File: src/verilog/ext_port_pkg.sv
// constants and types for the external memory port pin logic
// assumes one clock domain and a synchronous active-low reset
package ext_port_pkg;
    localparam int ADDR_W = 18;
    localparam int DATA_W = 24;
    localparam int SEL_N = 4;
    localparam int WAIT_W = 4;
    // position of the priority-off control in the operating mode word
    localparam int PRIORITY_OFF_BIT = 14;
    localparam logic [ADDR_W-1:0] ADDR_RESET = 18'h00000;
    localparam logic [DATA_W-1:0] DATA_RESET = 24'h000000;
    localparam logic [SEL_N-1:0] SEL_NONE = 4'h0;
    localparam logic [WAIT_W-1:0] WAIT_NONE = 4'h0;
    localparam logic [WAIT_W-1:0] WAIT_STEP = 4'h1;

    typedef enum logic [0:0] {st_idle, st_access} bus_state_t;
endpackage

File: src/verilog/region_select_encode.sv
// attribute / row strobe line encoder, purely combinational
// assumes the caller registers the result before it reaches a pin
module region_select_encode #(
    parameter int SEL_N = ext_port_pkg::SEL_N
) (
    // request
    input wire logic [SEL_N-1:0] request,
    input wire logic enable,
    // configuration
    input wire logic priority_off,
    input wire logic row_mode,
    input wire logic [SEL_N-1:0] polarity,
    // result, pin levels
    output logic [SEL_N-1:0] lines
);
    wire [SEL_N-1:0] gated = enable ? request : '0;
    // lowest requested line wins, so at most one is asserted
    wire [SEL_N-1:0] lowest = gated & (~gated + SEL_N'(1));
    // with priority off the raw code goes out for outside decoding
    wire [SEL_N-1:0] attr_lines = priority_off ? gated : lowest;
    // row strobes take their active level from the polarity bits
    wire [SEL_N-1:0] row_lines = ~(gated ^ polarity);

    assign lines = row_mode ? row_lines : attr_lines;
endmodule

File: src/verilog/ext_mem_port.sv
// external memory port pin logic: address, data, attribute lines, strobes
// assumes a core request port on one side and pad cells that resolve
// each pin from its output enable on the other; ack is synchronous
// How it works
// - standby floats every port pin
// - drive address only while owning bus
// - address holds value between external accesses
// - data driven only in owned write cycles
// - priority off passes all four lines
// - row strobe polarity set by configuration
// - read strobe low during owned reads
// - write strobe low during owned writes
// - cycle ends one clock after ack
// - no stretch at zero wait or rows
module ext_mem_port #(
    parameter int ADDR_W = ext_port_pkg::ADDR_W,
    parameter int DATA_W = ext_port_pkg::DATA_W,
    parameter int SEL_N = ext_port_pkg::SEL_N,
    parameter int WAIT_W = ext_port_pkg::WAIT_W
) (
    // clock and reset
    input wire logic clock,
    input wire logic nrst,
    // core request
    input wire logic req_valid,
    input wire logic req_write,
    input wire logic [ADDR_W-1:0] req_addr,
    input wire logic [DATA_W-1:0] req_wdata,
    input wire logic [SEL_N-1:0] req_region,
    output logic busy,
    output logic done,
    output logic [DATA_W-1:0] rdata,
    // control
    input wire logic bus_owned,
    input wire logic low_power,
    input wire logic select_priority_off,
    input wire logic row_strobe_mode,
    input wire logic [SEL_N-1:0] row_strobe_polarity,
    input wire logic [WAIT_W-1:0] bus_wait_config,
    // address pins
    output logic [ADDR_W-1:0] addr_out,
    output logic addr_oe,
    // data pins
    input wire logic [DATA_W-1:0] data_in,
    output logic [DATA_W-1:0] data_out,
    output logic data_oe,
    // attribute / row strobe pins
    output logic [SEL_N-1:0] region_select_lines,
    output logic region_select_oe,
    // strobes
    output logic rd_n,
    output logic rd_oe,
    output logic wr_n,
    output logic wr_oe,
    output logic bus_busy_n,
    output logic bus_busy_oe,
    output logic col_strobe_n,
    output logic col_strobe_oe,
    // transfer acknowledge
    input wire logic cycle_done_ack_n
);
    ext_port_pkg::bus_state_t state;
    ext_port_pkg::bus_state_t next_state;
    logic [WAIT_W-1:0] wait_count;
    logic [WAIT_W-1:0] next_wait_count;
    logic cyc_write;
    logic cyc_stretch;
    logic cfg_row;
    logic cfg_prio_off;
    logic [SEL_N-1:0] cfg_pol;
    logic [SEL_N-1:0] cyc_region;
    logic [SEL_N-1:0] next_sel;

    // standby drops ownership at once, not at the end of the cycle
    wire owned = bus_owned & ~low_power;
    wire start = (state == ext_port_pkg::st_idle) & req_valid & owned;
    // ack stretching needs programmed waits and is never used on rows
    wire stretch_ok = (bus_wait_config != ext_port_pkg::WAIT_NONE) & ~row_strobe_mode;
    wire count_zero = (wait_count == ext_port_pkg::WAIT_NONE);
    wire ack_hold = cyc_stretch & cycle_done_ack_n;
    wire finish = (state == ext_port_pkg::st_access) & count_zero & ~ack_hold & owned;
    wire in_cycle = (next_state == ext_port_pkg::st_access);
    // a starting cycle shows its own request and config on the lines at once
    wire [SEL_N-1:0] sel_request = start ? req_region : cyc_region;
    wire sel_prio_off = start ? select_priority_off : cfg_prio_off;
    wire sel_row = start ? row_strobe_mode : cfg_row;
    wire [SEL_N-1:0] sel_pol = start ? row_strobe_polarity : cfg_pol;

    always_comb begin
        next_state = state;
        next_wait_count = wait_count;
        unique case (state)
            ext_port_pkg::st_idle: begin
                if (start) begin
                    next_state = ext_port_pkg::st_access;
                    next_wait_count = bus_wait_config;
                end
            end
            ext_port_pkg::st_access: begin
                if (!owned || finish) begin
                    next_state = ext_port_pkg::st_idle;
                end else if (!count_zero) begin
                    next_wait_count = wait_count - WAIT_W'(ext_port_pkg::WAIT_STEP);
                end
            end
        endcase
    end

    region_select_encode #(.SEL_N(SEL_N)) u_sel (
        .request(sel_request),
        .enable(in_cycle),
        .priority_off(sel_prio_off),
        .row_mode(sel_row),
        .polarity(sel_pol),
        .lines(next_sel)
    );

    always_ff @(posedge clock) begin
        if (!nrst) begin
            state <= ext_port_pkg::st_idle;
            wait_count <= ext_port_pkg::WAIT_NONE;
            cyc_write <= 1'b0;
            cyc_stretch <= 1'b0;
            cfg_row <= 1'b0;
            cfg_prio_off <= 1'b0;
            cfg_pol <= ext_port_pkg::SEL_NONE;
            cyc_region <= ext_port_pkg::SEL_NONE;
        end else begin
            state <= next_state;
            wait_count <= next_wait_count;
            if (start) begin
                cyc_write <= req_write;
                cyc_stretch <= stretch_ok;
                cfg_row <= row_strobe_mode;
                cfg_prio_off <= select_priority_off;
                cfg_pol <= row_strobe_polarity;
                cyc_region <= req_region;
            end
        end
    end

    // address latches only at a cycle start, so idle pins never toggle
    always_ff @(posedge clock) begin
        if (!nrst) begin
            addr_out <= ext_port_pkg::ADDR_RESET;
            data_out <= ext_port_pkg::DATA_RESET;
        end else if (start) begin
            addr_out <= req_addr;
            data_out <= req_wdata;
        end
    end

    // pad enables follow ownership one clock later; data_oe also needs an owned write cycle
    always_ff @(posedge clock) begin
        if (!nrst) begin
            addr_oe <= 1'b0;
            data_oe <= 1'b0;
            region_select_oe <= 1'b0;
            rd_oe <= 1'b0;
            wr_oe <= 1'b0;
            bus_busy_oe <= 1'b0;
            col_strobe_oe <= 1'b0;
        end else begin
            addr_oe <= owned;
            data_oe <= owned & in_cycle & (start ? req_write : cyc_write);
            region_select_oe <= owned;
            rd_oe <= owned;
            wr_oe <= owned;
            bus_busy_oe <= owned;
            col_strobe_oe <= owned;
        end
    end

    wire next_write = start ? req_write : cyc_write;

    always_ff @(posedge clock) begin
        if (!nrst) begin
            rd_n <= 1'b1;
            wr_n <= 1'b1;
            bus_busy_n <= 1'b1;
            col_strobe_n <= 1'b1;
            region_select_lines <= ext_port_pkg::SEL_NONE;
        end else begin
            rd_n <= ~(owned & in_cycle & ~next_write);
            wr_n <= ~(owned & in_cycle & next_write);
            bus_busy_n <= ~owned;
            // column strobe timing is not generated here; it idles inactive
            col_strobe_n <= 1'b1;
            region_select_lines <= next_sel;
        end
    end

    always_ff @(posedge clock) begin
        if (!nrst) begin
            busy <= 1'b0;
            done <= 1'b0;
            rdata <= ext_port_pkg::DATA_RESET;
        end else begin
            busy <= in_cycle;
            done <= finish;
            if (finish && !cyc_write) begin
                rdata <= data_in;
            end
        end
    end
endmodule

File: config.mk
export PLATFORM = sky130hd
export DESIGN_NAME = ext_mem_port
export DESIGN_NICKNAME = d
export VERILOG_FILES = /design/src/verilog/ext_port_pkg.sv /design/src/verilog/region_select_encode.sv /design/src/verilog/ext_mem_port.sv
export SDC_FILE = /design/constraint.sdc
export NUM_CORES = 1
export LEC_CHECK = 0
export ABC_AREA = 1
export ABC_CLOCK_PERIOD_IN_PS = 1550
export CAP_MARGIN = 20
export CORE_MARGIN = 5
export CORE_UTILIZATION = 40
export CTS_CLUSTER_DIAMETER = 200
export DETAILED_ROUTE_END_ITERATION = 8
export DONT_BUFFER_PORTS = 1
export PLACE_DENSITY = 0.63
export SYNTH_ARGS = -nofsm -noshare
export SYNTH_HDL_FRONTEND = slang
export SYNTH_SLANG_ARGS = --single-unit
File: constraint.sdc
create_clock -name clock -period 1.55 [get_ports clock]
set_clock_uncertainty 0.15 [all_clocks]
set_input_delay 0.31 -clock clock [delete_from_list [all_inputs] [get_ports clock]]
set_output_delay 0.31 -clock clock [all_outputs]
set_load 0.005 [all_outputs]
### After elaboration in Yosys (flattened, before gate mapping)

Index checks and enable logic that the tools add are counted.

| word-level totals | value |
|---|---|
| register bits | 93 |
| output and inout bits | 83 |

| cells by class | value |
|---|---|
| add/sub/neg operators | 2 |
| equality and inequality tests | 3 |
| multiplexer cells | 15 |
| bitwise operators | 23 |
| reduce and logical (&&, ||, !) cells | 7 |

Operators by type and width:

| cell | number |
|---|---|
| $mux 4 | 8 |
| $and 1x1->1 | 11 |
| $not 1->1 | 8 |
| $not 4->4 | 2 |
| $pmux 4 s2 | 1 |
| $ne 2x2->1 const B | 3 |
| $mux 1 | 5 |
| $add 4x1->4 const B | 1 |
| $and 4x4->4 | 1 |
| $logic_not 4->1 | 1 |
| $reduce_bool 4->1 | 1 |
| $sub 4x1->4 const B | 1 |
| $xor 4x4->4 | 1 |
| $reduce_and 3->1 | 1 |
| $logic_not 1->1 | 2 |
| $pmux 1 s2 | 1 |
| $logic_and 1x1->1 | 1 |
| $logic_or 1x1->1 | 1 |

### Depth between registers and ports, before layout

| logic depth | value |
|---|---|
| word-level depth | 13 |
| depth in mapped cells | 12 |
| gate-level depth less buffers | 12 |

### By module

Synthesis repeated with hierarchy kept, for this count alone.

| unflattened totals | value |
|---|---|
| cells, all modules | 468 |
| area total of the unflattened synthesis | 3,663.5 µm² |

Modules (own cells, without submodules):

| module | times used | cells each | area an instance (µm²) | sequential area each (µm²) |
|---|---|---|---|---|
| ext_mem_port | 1 | 440 | 3,542.1 | 1,861.8 |
| region_select_encode | 1 | 28 | 121.4 | 0.0 |

### Worst setup path before layout

Ideal clock, no wire load.

| timing path | value |
|---|---|
| path type | register -> register |
| start point | register wait_count[0] |
| end point | register rdata[0] |
| setup time | 116 ps |
| arrival time | 1,286 ps |
| data required time | 1,284 ps |
| path slack | -2 ps |
| cell stages (with the launch flop) | 11 |
| buffers on the path | 1 |
| period minus slack after synthesis | 1,552 ps |
| path through | dfxtp_1 inv_1 ha_1 inv_1 nor2_1 nand3_2 inv_2 nand3_4 clkbuf_2 o21ai_0 nor2_1 |

| between the ends | value |
|---|---|
| longest elaborated chain between the ends | 5 |

RTL lines:

| item | RTL line | RTL |
|---|---|---|
| start: declaration | ext_mem_port.sv:64 | `logic [WAIT_W-1:0] wait_count;` |
| start signal: assignment | ext_mem_port.sv:121 | `wait_count <= ext_port_pkg::WAIT_NONE;` |
| start signal: assignment | ext_mem_port.sv:130 | `wait_count <= next_wait_count;` |
| $logic_not 4->1 | ext_mem_port.sv:79 | `wire count_zero = (wait_count == ext_port_pkg::WAIT_NONE);` |
| $and 1x1->1 (3 in a row) | ext_mem_port.sv:81 | `wire finish = (state == ext_port_pkg::st_access) & count_zero & ~ack_hold & owned;` |
| $logic_and 1x1->1 | ext_mem_port.sv:201 | `if (finish && !cyc_write) begin` |
| end signal: assignment | ext_mem_port.sv:197 | `rdata <= ext_port_pkg::DATA_RESET;` |
| end signal: assignment | ext_mem_port.sv:202 | `rdata <= data_in;` |
| end: declaration | ext_mem_port.sv:32 | `output logic [DATA_W-1:0] rdata,` |

No other way between the ends.
A chain may end at the register's enable or synchronous reset.

### Worst setup path in the final report

| timing path | value |
|---|---|
| start point | register wait_count[1] |
| end point | register wait_count[0] |

| between the ends | value |
|---|---|
| longest elaborated chain between the ends | 7 |
| elaborated cells between the ends (all ways) | 8 |
| those cells by class | eq/ne (2); bitwise (3); reduce/logical (3) |

RTL lines:

| item | RTL line | RTL |
|---|---|---|
| $logic_not 4->1 (*) | ext_mem_port.sv:79 |  |
| $and 1x1->1 (3 in a row) | ext_mem_port.sv:81 |  |
| $logic_or 1x1->1 | ext_mem_port.sv:100 | `if (!owned \|\| finish) begin` |
| $ne 2x2->1 (no line) | n/a |  |
| $reduce_and 3->1 (no line) (*) | n/a |  |

Every way passes the cells marked *; elsewhere a longest branch is shown, timed or not.

==> impl_metrics.py <==
metrics = {
    "synthesis": {
        "synth.area.top_cells": "dfxtp_1 (52%), nor2_1 (16%), o21ai_0 (10%)",
        "synth.avg_cell_area_um2": 7.87,
        "yosysMostFrequentCell": "nor2_1",
        "synth_top_area_share_pct": 52.4,
        "ys_async_sr_fraction_pct": 0,
        "dominantRegCellSynth": "dfxtp_1",
        "ys.warnings.count": 0,
        "synth-edff-count": 0,
        "synth_nets": 540,
        "netlist_instances": 451,
        "synthesis.area_um2": 3550,
        "register_area_share_after_synthesis_pct": 52.4,
        "synth_largest_area_cell": "dfxtp_1",
        "synth.top_cells.by_count": "nor2_1 (148), dfxtp_1 (93), o21ai_0 (73)",
        "register_bit_total_from_synthesis": 93,
        "post_synth_num_cell_types": 38,
    },
    "global_routing": {
        "grt_use_met2_pct": 28.9,
        "global_route_wire_length_before_repair_um": 14500,
        "use_met1_pct": 17.9,
        "pin_count_of_the_biggest_net_entering_global_routing": 75,
        "via_count_of_the_first_global_routing_pass": 2896,
        "top_usage_layer": "met2",
        "grt_use_met3_pct": 5.52,
        "grt_antenna_before_repair": 0,
        "grt_remaining_overflow": 0,
        "grt_use_total_pct": 16.2,
    },
    "clocking": {
        "ctsLongestPathBuffers": 2,
        "clkSlewWorstSetupHoldPaths_ns": 0.09,
        "worstSkewPairLatency_ns": 0.34,
        "clock_sink_count": 93,
        "htree_num_levels": 3,
        "cts-buffers-inserted": 9,
        "tritoncts_clock_tree": "done",
        "clock_tree.root_cell": "clkbuf_8",
    },
    "setup_path": {
        "criticalPathCategory": "reg2reg",
        "r2r_end": "wait_count[0]$_SDFFE_PN0P_",
        "timing.critical_path.cells": "inv_2 -> ha_4 -> inv_4 -> nor2_4 -> nand3_2 -> buf_6 -> nand2_8 -> nand2_8 -> nand2_8 -> buf_4 -> o21ai_1 -> a21oi_1",
        "cp-start-kind": "flop",
        "path_common_cell": "nand2_8",
        "worst_ep_arrival_time_ns": 1.77,
        "worst-path-max-fanout": 5,
        "r2r_slack_ns": -0.1,
        "crit_path_max_incr_delay_ns": 0.34,
        "setup.worst_path.end_class": "flop",
        "crit-reg2reg-launch": "wait_count[1]$_SDFFE_PN0P_",
        "critPathBufInv": 4,
        "critPathRequiredTime_ns": 1.67,
        "crit_slowest_cell": "dfxtp_2",
        "cpLargestDelayFamily": "simple AND/OR/NAND/NOR gates",
        "worstRegToRegCells": 12,
    },
    "power": {
        "swShare_pct": 24.3,
        "comb_power_share_pct": 9.5,
        "worst_vdd_ir_v": 0.000521,
        "power.share.clock_pct": 36.4,
        "power.leakage_uw": 0.00179,
        "p_int_uw": 3580,
        "net_switching_power_uw": 1150,
        "power.share.sequential_pct": 54.1,
        "power_uw": 4730,
        "power.density_nw_per_um2": 1050,
    },
    "finish": {
        "ratio_of_cells_with_drive_above_1_in_the_final_layout_pct": 28.3,
        "n_fill_cell": 837,
        "final_net_count": 565,
        "ant_diodes": 0,
        "fin_util_pct": 51.7,
        "area.growth.synth_to_final_pct": 26.5,
    },
    "die": {
        "design.die.area_um2": 10900,
        "chipWidth_um": 104,
        "core_area_um2": 8680,
        "ioPinCount": 170,
        "core.rowCount": 34,
        "die_h_um": 104,
        "start_util_pct": 40.9,
    },
    "route": {
        "detail_route.first_pass.iterations": 4,
        "wire_per_inst_um": 15.7,
        "initialDrtViolationCount": 116,
        "num_vias": 2930,
        "detail_route.drc_violations": 0,
        "average_via_count_per_standard_cell": 4.97,
        "finalWirelength_um": 9250,
        "final_antenna_violating_net_count": 0,
    },
    "place": {
        "post-place-ws_ns": -0.176,
        "dpl.hpwl_um": 6180,
        "gp_congestion": 0.757,
        "port_buffers": 0,
    },
    "timing": {
        "min_period_over_period_pct": 106,
        "number_of_max_slew_violations_in_the_final_report": 0,
        "max_freq_ghz": 0.607,
        "hold_viol_final": 63,
        "setup_tns_ns": -1.69,
        "grt_setup_unrepaired": "true",
        "final-setup-viol-count": 32,
        "layout_setup_ws_ns": -0.0981,
        "hold_slack_ns": -0.0682,
        "final_period_minus_worst_setup_slack_ns": 1.65,
    },
    "min_path": {
        "timing.hold.worst.start": "nrst",
        "worstHoldEndpoint": "wait_count[3]$_SDFFE_PN0P_",
        "hp-class": "in2reg",
        "min_path_cells": 2,
    },
    "run_status": {
        "failing_checks": "hold timing, setup timing",
        "outcome": "finished, violations left",
    },
    "flow_run": {
        "cap_viol_max_count": 0,
    },
}
## stage by stage
| stage | cells | cell area [µm²] |
|---|---|---|
| final | 589 | 4490 |
| after global routing | 589 | 4490 |
| after CTS | 584 | 4270 |
| after detailed placement | 553 | 3720 |
| after global placement | 553 | 3720 |
| after floorplan | 451 | 3550 |
## layout by cell type, fill, tap and decap left out, drive strengths merged
cell type    netlist  layout
xor2               1       1
nand3              7       7
or2                3       3
nor4               1       1
a31oi              1       1
nor2             152     152
nand2             39      41
inv               20      21
a21boi             1       1
o21ai             83      83
dlygate4sd3        0       7
nor3               2       2
o31ai              1       1
xnor2              1       1
clkbuf            14      12
bufinv             0       1
ha                 2       2
dfxtp             93      93
clkinv             1       3
a21oi             10      10
conb               1       1
and2               1       1
buf               16      35
a211oi             1       1
## area by class of cell
type                            instances  area, µm²  area share (%)
Clock inverter                          4       52.6            1.17
Multi-Input combinational cell        309       1740            38.8
Tap cell                              108        135            3.01
Clock buffer                           12        165            3.68
Timing Repair Buffer                   42        432            9.62
Sequential cell                        93       1870            41.6
Inverter                               21       93.8            2.09
## cells by family (layout without fill, tap and decap cells)
family	count (synthesis)	in the layout	share of synthesized area, %
other	1	1	0.106
XOR/XNOR	2	2	0.494
flip-flops	93	93	52.4
adder cells (fa/ha/maj)	2	2	0.705
AO/OA/AOI/OAI	97	97	14.7
buffers and inverters	51	79	7.05
AND/OR/NAND/NOR	205	207	24.5
## per-layer routing
metal  vias to the layer above  share of wire [%]
li1                       1476                  -
met1                      1346                 39
met2                        98                 52
met3                        10                6.7
met4                         0                1.5
met5                         -                  0
## power groups by stage
| stage | Sequential, µW | Clock (µW) | Combinational (µW) |
|---|---|---|---|
| finish | 2560 | 1720 | 449 |
| global route | 2570 | 1910 | 503 |
| CTS | 2560 | 1780 | 400 |
| detailed placement | 2610 | 0 | 343 |
| global placement | 2610 | 0 | 335 |
| floorplan | 2590 | 0 | 287 |
## state kept, by name (all words and copies together), names as in the netlist, 4 cells and up
name,count
wait_count,4
region_select_lines,4
cfg_pol,4
addr_out,18
data_out,24
cyc_region,4
rdata,24
## worst max path at each step
stage	startpoint	to	slack [ns]	cells past startpoint
2_1_floorplan	wait_count[0]$_SDFFE_PN0P_	rdata[0]$_SDFFE_PN0P_	0.03	10
3_3_place_gp	wait_count[0]$_SDFFE_PN0P_	wait_count[3]$_SDFFE_PN0P_	-0.08	12
3_5_place_dp	wait_count[1]$_SDFFE_PN0P_	wait_count[3]$_SDFFE_PN0P_	-0.18	12
4_1_cts	wait_count[0]$_SDFFE_PN0P_	region_select_lines[3]$_SDFF_PN0_	-0.1	13
5_1_grt	wait_count[1]$_SDFFE_PN0P_	region_select_lines[2]$_SDFF_PN0_	-0.19	12
6_report	wait_count[1]$_SDFFE_PN0P_	wait_count[0]$_SDFFE_PN0P_	-0.1	12
## timing repair
item | 4_1_cts | 5_1_grt
pin swaps | 12 | 28
setup buffers | 5 | 4
resized for setup | 78 | 54
hold endpoints to repair | 80 | 74
gates cloned | 4 | 0
setup endpoints to repair | 35 | 45
hold buffers | 6 | 1
No activity file was read; power rests on OpenSTA's default activity.
